[src/inc/shsp_pkg.sv]
package shsp_pkg;

	// Bus address chosen by the two straps is this base plus {high strap, low strap}.
	localparam logic [6:0] I2C_BASE_ADDR = 7'h16;
	localparam logic [6:0] OWN_ADDR_RESET = 7'h16;

	// Bit counter positions of both engines: eight data bits, then the I2C ninth clock.
	localparam logic [3:0] BIT_ACK = 4'h8;
	localparam logic [3:0] BIT_DONE = 4'h9;
	localparam logic [3:0] IBIT_RESET = 4'h0;
	localparam logic [2:0] SBIT_RESET = 3'h0;
	localparam logic [2:0] SBIT_LAST = 3'h7;

	// Pin synchroniser reset: clock, data and select high, straps low; edge history idle high.
	localparam logic [4:0] SYNC_RESET = 5'h1C;
	localparam logic [1:0] EDGE_RESET = 2'h3;

	// Register pointer and register store geometry.
	localparam int REG_ADDR_W = 8;
	localparam int REG_DEPTH = 256;
	localparam logic [7:0] PTR_RESET = 8'h00;
	localparam logic [7:0] BYTE_RESET = 8'h00;

	// In the serial-peripheral command byte, this bit set asks for a read.
	localparam int SPI_CMD_READ_POS = 0;

	// Longest time from select release to a floating data output.
	localparam int SYS_CLK_PERIOD_NS = 10;
	localparam int T_CHZ_NS = 80;
	localparam int CHZ_CYCLES = (T_CHZ_NS / SYS_CLK_PERIOD_NS < 1) ? 1 : T_CHZ_NS / SYS_CLK_PERIOD_NS;

	typedef enum logic [2:0] {I_IDLE, I_DEVADR, I_REGADR, I_WDATA, I_RDATA} shsp_i2c_state_t;
	typedef enum logic [1:0] {S_CMD, S_ADDR, S_DATA} shsp_spi_phase_t;

	// One register write as it leaves the port.
	typedef struct packed {
		logic [7:0] addr;
		logic [7:0] data;
	} shsp_wr_t;

endpackage

[src/design/shsp_regmem.sv]
`timescale 1ns/1ps
module shsp_regmem (
	input wire logic sys_clk,
	input wire logic srst,
	input wire logic ce,
	input wire logic wrValid,
	input shsp_pkg::shsp_wr_t wr,
	input wire logic [shsp_pkg::REG_ADDR_W-1:0] rdAddr,
	output logic [7:0] rdData
);
	import shsp_pkg::*;

	logic [7:0] mem [REG_DEPTH];
	logic [7:0] rdData_reg;

	////////////////////////////////////////////////////////////////////////////////
	// Storage is not reset, so registers power up undefined until first written.
	always_ff @(posedge sys_clk) begin
		if (ce && wrValid) begin
			mem[wr.addr] <= wr.data;
		end
	end

	// Read data is registered, one cycle behind the address.
	always_ff @(posedge sys_clk) begin
		if (srst) begin
			rdData_reg <= BYTE_RESET;
		end else if (ce) begin
			rdData_reg <= mem[rdAddr];
		end
	end

	assign rdData = rdData_reg;

endmodule // shsp_regmem

[src/design/shsp_port.sv]
`timescale 1ns/1ps
// Function
// - Write: START, address with write bit, ack, register address, data bytes, STOP.
// - Write data lands at the given register, then each next higher one.
// - Read: address phase, repeated START, address with read bit, ack, then data.
// - Controller acks to continue reading incremented addresses; no-ack plus STOP ends.
// - Bus address is 0x16 to 0x19, chosen by the two strap pins.
// - High strap adds two to the base address, low strap adds one; direction bit last.
// - Serial-peripheral port accepts clock modes 0 and 3 alike.
// - Serial data output floats whenever chip select is high.
// - Serial data output starts driving only after a clock edge while selected.
// - Chip select picks the interface; low selects the serial-peripheral port.
// - Serial-peripheral bytes go to incrementing addresses while select stays low.
module shsp_port (
	input wire logic sys_clk,
	input wire logic srst,
	input wire logic ce,
	input wire logic sclSckPin,
	input wire logic sdaSiIn,
	output logic sdaOut,
	output logic sdaOe,
	input wire logic addrStrapLowPin,
	output logic soOut,
	output logic soOe,
	input wire logic addrStrapHighPin,
	input wire logic chipSelectN,
	output shsp_pkg::shsp_wr_t regWr,
	output logic regWrValid
);
	import shsp_pkg::*;

	localparam int CHZ_BOUND = CHZ_CYCLES;

	////////////////////////////////////////////////////////////////////////////////
	// Pin synchronisers; order is {scl/sck, sda/si, select, high strap, low strap}.
	logic [4:0] pinRaw;
	logic [4:0] sync1_reg;
	logic [4:0] sync2_reg;
	logic [1:0] prev_reg;
	logic sclS, sdaS, csS, hiS, loS;

	assign pinRaw = {sclSckPin, sdaSiIn, chipSelectN, addrStrapHighPin, addrStrapLowPin};

	// Only the second stage and the delayed copy feed any logic.
	always_ff @(posedge sys_clk) begin
		if (srst) begin
			sync1_reg <= SYNC_RESET;
			sync2_reg <= SYNC_RESET;
			prev_reg <= EDGE_RESET;
		end else if (ce) begin
			sync1_reg <= pinRaw;
			sync2_reg <= sync1_reg;
			prev_reg <= sync2_reg[4:3];
		end
	end

	assign {sclS, sdaS, csS, hiS, loS} = sync2_reg;

	logic sclRise, sclFall, startDet, stopDet, i2cMode, spiSel;

	// The clock pin is shared, so the same edges serve both engines.
	assign sclRise = sclS & ~prev_reg[1];
	assign sclFall = ~sclS & prev_reg[1];
	assign startDet = sclS & prev_reg[1] & prev_reg[0] & ~sdaS;
	assign stopDet = sclS & prev_reg[1] & ~prev_reg[0] & sdaS;
	assign i2cMode = csS;
	assign spiSel = ~csS;

	////////////////////////////////////////////////////////////////////////////////
	// Protocol state of both engines and the shared register pointer.
	shsp_i2c_state_t iState_reg, iState_next;
	logic [3:0] iBit_reg, iBit_next;
	logic [7:0] iRx_reg, iRx_next, iTx_reg, iTx_next;
	logic iRead_reg, iRead_next, iMAck_reg, iMAck_next, sdaOe_reg, sdaOe_next;
	logic [6:0] ownAddr_reg, ownAddr_next;
	shsp_spi_phase_t sPhase_reg, sPhase_next;
	logic [2:0] sBit_reg, sBit_next;
	logic [7:0] sRx_reg, sRx_next, sTx_reg, sTx_next, sByte;
	logic sRead_reg, sRead_next, sLoad_reg, sLoad_next;
	logic soBit_reg, soBit_next, soDrive_reg, soDrive_next;
	logic [7:0] ptr_reg, ptr_next, rdData;
	shsp_wr_t wr_reg, wr_next;
	logic wrValid_reg, wrValid_next;

	assign sByte = {sRx_reg[6:0], sdaS};

	always_comb begin
		iState_next = iState_reg;
		iBit_next = iBit_reg;
		iRx_next = iRx_reg;
		iTx_next = iTx_reg;
		iRead_next = iRead_reg;
		iMAck_next = iMAck_reg;
		sdaOe_next = sdaOe_reg;
		ownAddr_next = ownAddr_reg;
		sPhase_next = sPhase_reg;
		sBit_next = sBit_reg;
		sRx_next = sRx_reg;
		sTx_next = sTx_reg;
		sRead_next = sRead_reg;
		sLoad_next = sLoad_reg;
		soBit_next = soBit_reg;
		soDrive_next = soDrive_reg;
		ptr_next = ptr_reg;
		wr_next = wr_reg;
		wrValid_next = 1'b0;
		// I2C engine; it sleeps while the serial-peripheral port is selected.
		if (!i2cMode) begin
			iState_next = I_IDLE;
			sdaOe_next = 1'b0;
		end else if (startDet) begin
			// A repeated START keeps the pointer, so a read follows the address phase.
			iState_next = I_DEVADR;
			iBit_next = IBIT_RESET;
			sdaOe_next = 1'b0;
			ownAddr_next = I2C_BASE_ADDR + {5'h00, hiS, loS};
		end else if (stopDet) begin
			iState_next = I_IDLE;
			sdaOe_next = 1'b0;
		end else if (iState_reg != I_IDLE) begin
			if (sclRise) begin
				if (iBit_reg < BIT_ACK) begin
					iRx_next = {iRx_reg[6:0], sdaS};
				end else if (iState_reg == I_RDATA) begin
					iMAck_next = ~sdaS;
				end
				iBit_next = iBit_reg + 4'h1;
			end else if (sclFall) begin
				if (iBit_reg == BIT_ACK) begin
					sdaOe_next = 1'b0;
					case (iState_reg)
						I_DEVADR: begin
							if (iRx_reg[7:1] == ownAddr_reg) begin
								sdaOe_next = 1'b1;
								iRead_next = iRx_reg[0];
							end else begin
								iState_next = I_IDLE;
							end
						end
						I_REGADR: begin
							sdaOe_next = 1'b1;
							ptr_next = iRx_reg;
						end
						I_WDATA: begin
							sdaOe_next = 1'b1;
							wr_next = '{addr: ptr_reg, data: iRx_reg};
							wrValid_next = 1'b1;
							ptr_next = ptr_reg + 8'h01;
						end
						default: begin
							sdaOe_next = 1'b0;
						end
					endcase
				end else if (iBit_reg == BIT_DONE) begin
					iBit_next = IBIT_RESET;
					sdaOe_next = 1'b0;
					case (iState_reg)
						I_DEVADR: begin
							if (iRead_reg) begin
								iState_next = I_RDATA;
								iTx_next = rdData;
								sdaOe_next = ~rdData[7];
								ptr_next = ptr_reg + 8'h01;
							end else begin
								iState_next = I_REGADR;
							end
						end
						I_REGADR: iState_next = I_WDATA;
						I_RDATA: begin
							if (iMAck_reg) begin
								iTx_next = rdData;
								sdaOe_next = ~rdData[7];
								ptr_next = ptr_reg + 8'h01;
							end else begin
								iState_next = I_IDLE;
							end
						end
						default: iState_next = iState_reg;
					endcase
				end else if (iState_reg == I_RDATA) begin
					// Open drain: a one is sent by letting go of the line.
					sdaOe_next = ~iTx_reg[~iBit_reg[2:0]];
				end
			end
		end
		// Serial-peripheral engine: sample on rising, shift on falling, for either idle level.
		if (!spiSel) begin
			sPhase_next = S_CMD;
			sBit_next = SBIT_RESET;
			sLoad_next = 1'b0;
			soDrive_next = 1'b0;
		end else if (sclRise) begin
			soDrive_next = 1'b1;
			sRx_next = sByte;
			sBit_next = sBit_reg + 3'h1;
			if (sBit_reg == SBIT_LAST) begin
				case (sPhase_reg)
					S_CMD: begin
						sRead_next = sByte[SPI_CMD_READ_POS];
						sPhase_next = S_ADDR;
					end
					S_ADDR: begin
						ptr_next = sByte;
						sPhase_next = S_DATA;
						sLoad_next = sRead_reg;
					end
					default: begin
						if (sRead_reg) begin
							sLoad_next = 1'b1;
						end else begin
							wr_next = '{addr: ptr_reg, data: sByte};
							wrValid_next = 1'b1;
							ptr_next = ptr_reg + 8'h01;
						end
					end
				endcase
			end
		end else if (sclFall) begin
			soDrive_next = 1'b1;
			if (sLoad_reg) begin
				sTx_next = rdData;
				soBit_next = rdData[7];
				sLoad_next = 1'b0;
				ptr_next = ptr_reg + 8'h01;
			end else begin
				soBit_next = sTx_reg[~sBit_reg];
			end
		end
	end

	// Registers of both engines; all of them hold while the clock enable is low.
	always_ff @(posedge sys_clk) begin
		if (srst) begin
			iState_reg <= I_IDLE;
			iBit_reg <= IBIT_RESET;
			iRx_reg <= BYTE_RESET;
			iTx_reg <= BYTE_RESET;
			iRead_reg <= 1'b0;
			iMAck_reg <= 1'b0;
			sdaOe_reg <= 1'b0;
			ownAddr_reg <= OWN_ADDR_RESET;
			sPhase_reg <= S_CMD;
			sBit_reg <= SBIT_RESET;
			sRx_reg <= BYTE_RESET;
			sTx_reg <= BYTE_RESET;
			sRead_reg <= 1'b0;
			sLoad_reg <= 1'b0;
			soBit_reg <= 1'b0;
			soDrive_reg <= 1'b0;
			ptr_reg <= PTR_RESET;
			wr_reg <= '{addr: PTR_RESET, data: BYTE_RESET};
			wrValid_reg <= 1'b0;
		end else if (ce) begin
			iState_reg <= iState_next;
			iBit_reg <= iBit_next;
			iRx_reg <= iRx_next;
			iTx_reg <= iTx_next;
			iRead_reg <= iRead_next;
			iMAck_reg <= iMAck_next;
			sdaOe_reg <= sdaOe_next;
			ownAddr_reg <= ownAddr_next;
			sPhase_reg <= sPhase_next;
			sBit_reg <= sBit_next;
			sRx_reg <= sRx_next;
			sTx_reg <= sTx_next;
			sRead_reg <= sRead_next;
			sLoad_reg <= sLoad_next;
			soBit_reg <= soBit_next;
			soDrive_reg <= soDrive_next;
			ptr_reg <= ptr_next;
			wr_reg <= wr_next;
			wrValid_reg <= wrValid_next;
		end
	end

	////////////////////////////////////////////////////////////////////////////////
	// Register store; the pointer is stable for many cycles before any byte load.
	shsp_regmem u_regmem (
		.sys_clk(sys_clk),
		.srst(srst),
		.ce(ce),
		.wrValid(wrValid_reg),
		.wr(wr_reg),
		.rdAddr(ptr_reg),
		.rdData(rdData)
	);

	// SDA only ever pulls low; the select gate floats SO within three cycles of release.
	assign sdaOut = 1'b0;
	assign sdaOe = sdaOe_reg;
	assign soOut = soBit_reg;
	assign soOe = soDrive_reg & spiSel;
	assign regWr = wr_reg;
	assign regWrValid = wrValid_reg;
endmodule // shsp_port

[config.mk]
export PLATFORM = sky130hd
export DESIGN_NAME = shsp_port
export DESIGN_NICKNAME = d
export VERILOG_FILES = /design/src/inc/shsp_pkg.sv /design/src/design/shsp_regmem.sv /design/src/design/shsp_port.sv
export SDC_FILE = /design/constraint.sdc
export NUM_CORES = 2
export LEC_CHECK = 0
export BUFFER_PORTS_ARGS = -buffer_cell sky130_fd_sc_hd__clkbuf_2
export CAP_MARGIN = 20
export CORE_MARGIN = 1.5
export CORE_UTILIZATION = 55
export CTS_CLUSTER_SIZE = 8
export DETAILED_ROUTE_END_ITERATION = 8
export PLACE_DENSITY = 0.71
export SLEW_MARGIN = 10
export SYNTH_ARGS = -nofsm -noshare
export SYNTH_HDL_FRONTEND = slang
export SYNTH_SLANG_ARGS = --single-unit
[constraint.sdc]
create_clock -name sys_clk -period 12.8 [get_ports sys_clk]
set_input_delay 1.92 -clock sys_clk [delete_from_list [all_inputs] [get_ports sys_clk]]
set_output_delay 1.92 -clock sys_clk [all_outputs]
set_load 0.005 [all_outputs]
==> results.ini <==
[setup_path]
r2r_start = ptr_reg[0]$_SDFFE_PP0P_
cp-startpoint = ptr_reg[0]$_SDFFE_PP0P_
arrival_ns = 5.87
cp.required_ns = 13.64
start_kind = register
cp_max_fo = 105
cp-end-kind = register
crit_slowest_cell = buf_4
critPathKind = reg2reg
path_cells = buf_4, buf_4, buf_12, mux4_2, mux2i_1, o21ai_0, nand4_1, nor4_1, a221o_1
cp_num_buf_inv = 3
r2r_end = u_regmem.rdData[0]$_SDFFE_PP0P_
cp_common_cell = buf_4
cp-endpoint = u_regmem.rdData[0]$_SDFFE_PP0P_
crit_family = buffers and inverters
crit_cells = 9
critical-path-max-stage-delay_ns = 0.72
reg2regPathDepth = 9
r2r_slack_ns = 7.76

[sta]
setup_viol = 0
tightest_slew_ns = 1.20
final_max_slew_viol_count = 0
fmax_mhz = 199
post-route-min-period_ns = 5.04
setup_tns_ns = 0
relSlewSlack_pct = 19.6
fin_crit_sh_pct = 39.4
rsz0062_at_grt = no
hold-worst-slack_ns = 0.480
fin_worst_skew_ns = 0.0538
hold_viol_final = 0

[clock_network]
clk_path_buf_depth = 4
insertion_delay_ns = 0.90
ctsHoldBuffers = 0
cts_resized = 0
cts_buffers = 318
post-cts-setup-buffers = 0
htree_levels = 5
path_clk_slew_ns = 0.05
clockRootBuffer = clkbuf_16
clock-sinks = 2146
cts_tree = yes

[drt]
antenna_left = 0
vias = 45400
drc = 0
drt-pass1-iter-count = 7
drt-total-wl_um = 212000
drt_iter0_drc = 6247
vias_per_cell = 6.71
wire_per_inst_um = 31.4

[synth]
yosysUniqueCellTypes = 74
yosys_warnings = 0
synth_area_per_cell_um2 = 18.8
synth_edf_count = 2048
syn_nets = 4536
synthCells = 4519
synthTopCellsByCount = edfxtp_1 (2,048), nor2_1 (384), mux4_2 (378)
synth.area.top_cells = edfxtp_1 (73%), mux4_2 (10%), mux2i_1 (3.9%), dfxtp_1 (2.3%), nor2_1 (1.7%)
ys_ff_latch = 2146
synthesis.area_um2 = 84700
synth_top_area_share_pct = 72.6
ys_seq_area_share_pct = 74.9
yosysMostFrequentCell = edfxtp_1
synth_largest_area_cell = edfxtp_1
synth_async_sr_flop_share_pct = 0
postSynth.topFlopCell = edfxtp_1

[global_routing]
antenna_found_initial = 2
grt_max_degree = 220
grtUsageTotal_pct = 27.2
grt_pass1_vias = 44300
grt_pass1_wl_um = 308000
overflow = 0

[layout]
multiInputGateArea_um2 = 19700
ff_latch_area_um2 = 63500
max_flop_register = u_regmem.mem
drive_gt1_share_pct = 18.9
area_growth_pct = 12.2
final_area_um2 = 95100
largest_reg_flops = 2048
nFillCells = 10300
layout.nets = 4700

[die]
die_h_um = 396
rows = 143
start_util_pct = 55.6
die_area_um2 = 156000
ios = 29
coreArea_um2 = 152000
die_w_um = 396

[power]
ir_worst_vdd_mv = 0.149
leakage_nw = 31.6
power_density_nw_per_um2 = 162

[placement]
place_congestion = 0.908
portBuffers = 27
place_area_um2 = 86700
dp.final_hpwl_um = 125000

[run_status]
status = finished clean

[worst_hold_path]
worstHoldPathType = reg2reg

[run]
maxCapViolCount = 0

## layout by cell type (no fill, tap or decap), types with 12 or more instances in the layout
master	netlist	routed
nand3_1	44	44
nor2b_1	19	19
a211o_1	14	14
o22ai_1	80	80
o211ai_1	15	15
a21oi_1	99	99
o21ai_0	98	98
clkbuf_16	0	325
dfxtp_4	0	12
clkbuf_2	0	27
mux4_2	378	378
nor3_1	31	31
buf_4	35	76
mux2i_1	334	334
a22oi_1	26	26
o221ai_1	68	68
nor2_1	384	381
nand4_1	24	24
mux2_2	33	33
clkbuf_1	121	49
nand2_1	186	186
a221oi_1	49	49
edfxtp_1	2048	2048
a211oi_1	44	44
dfxtp_1	98	86
inv_1	14	12
## tightest hold or removal path, cell delays in order (launching register included)
cell,delay (ns)
dfxtp_1,0.29
inv_1,0.06
a221oi_1,0.07
## per-stage QoR
stage | setup WS [ns] | power [mW] | cells | util [%]
floorplan | 7.45 | 8.15 | 4519 | -
global placement | 7.32 | 8.29 | 6392 | 56.9
detailed placement | 7.29 | 8.30 | 6393 | 56.9
CTS | 7.66 | 15.4 | 6774 | 62.4
global route | 7.45 | 15.8 | 6774 | 62.4
finish | 7.76 | 15.4 | 6776 | 62.4
## power by group
part / internal (mW) / total (mW) / switching, mW
combinational: 0.221 / 0.556 / 0.334
sequential: 7.59 / 7.62 / 0.0278
clock: 4.47 / 7.21 / 2.74
## metal layers
layer | vias to the layer above | global-route usage [%] | share of wire, %
met5 | - | 0 | 0
met4 | 0 | 8.93 | 3.1
met3 | 453 | 6.50 | 11
met2 | 2850 | 39.7 | 45
met1 | 23500 | 40.7 | 41
li1 | 18700 | - | -
## area by class of cell
cell class,count,area share (%)
flip-flops and latches,2146,66.8
multi-input cells,2088,20.7
clock buffers,374,8.75
well taps,2030,2.67
repair buffers,113,0.948
inverters,16,0.0684
clock inverters,7,0.0632
diodes,2,0.00526
## kinds of logic after synthesis
group	share of synthesized area, %
DFF	74.9
and+or+nand+nor	3.93
muxes	14.5
AOI/OAI and AO/OA	4.58
buffers and inverters	1.92
adders and majority gates	0.133
xor gates and xnor gates	0.0827
other	0.00443
## worst min path at each step
stage	from	slack (ns)	cells after the start	endpoint
2_1_floorplan	sync1_reg[2]$_SDFFE_PP1P_	0.44	2	sync1_reg[2]$_SDFFE_PP1P_
3_3_place_gp	sync1_reg[2]$_SDFFE_PP1P_	0.46	2	sync1_reg[2]$_SDFFE_PP1P_
3_5_place_dp	sync1_reg[3]$_SDFFE_PP1P_	0.46	2	sync1_reg[3]$_SDFFE_PP1P_
4_1_cts	soDrive_reg$_SDFFE_PP0P_	0.48	2	soDrive_reg$_SDFFE_PP0P_
5_1_grt	sync1_reg[3]$_SDFFE_PP1P_	0.50	2	sync1_reg[3]$_SDFFE_PP1P_
6_report	soDrive_reg$_SDFFE_PP0P_	0.48	2	soDrive_reg$_SDFFE_PP0P_
Note: power is estimated with default switching activity, not from simulation.
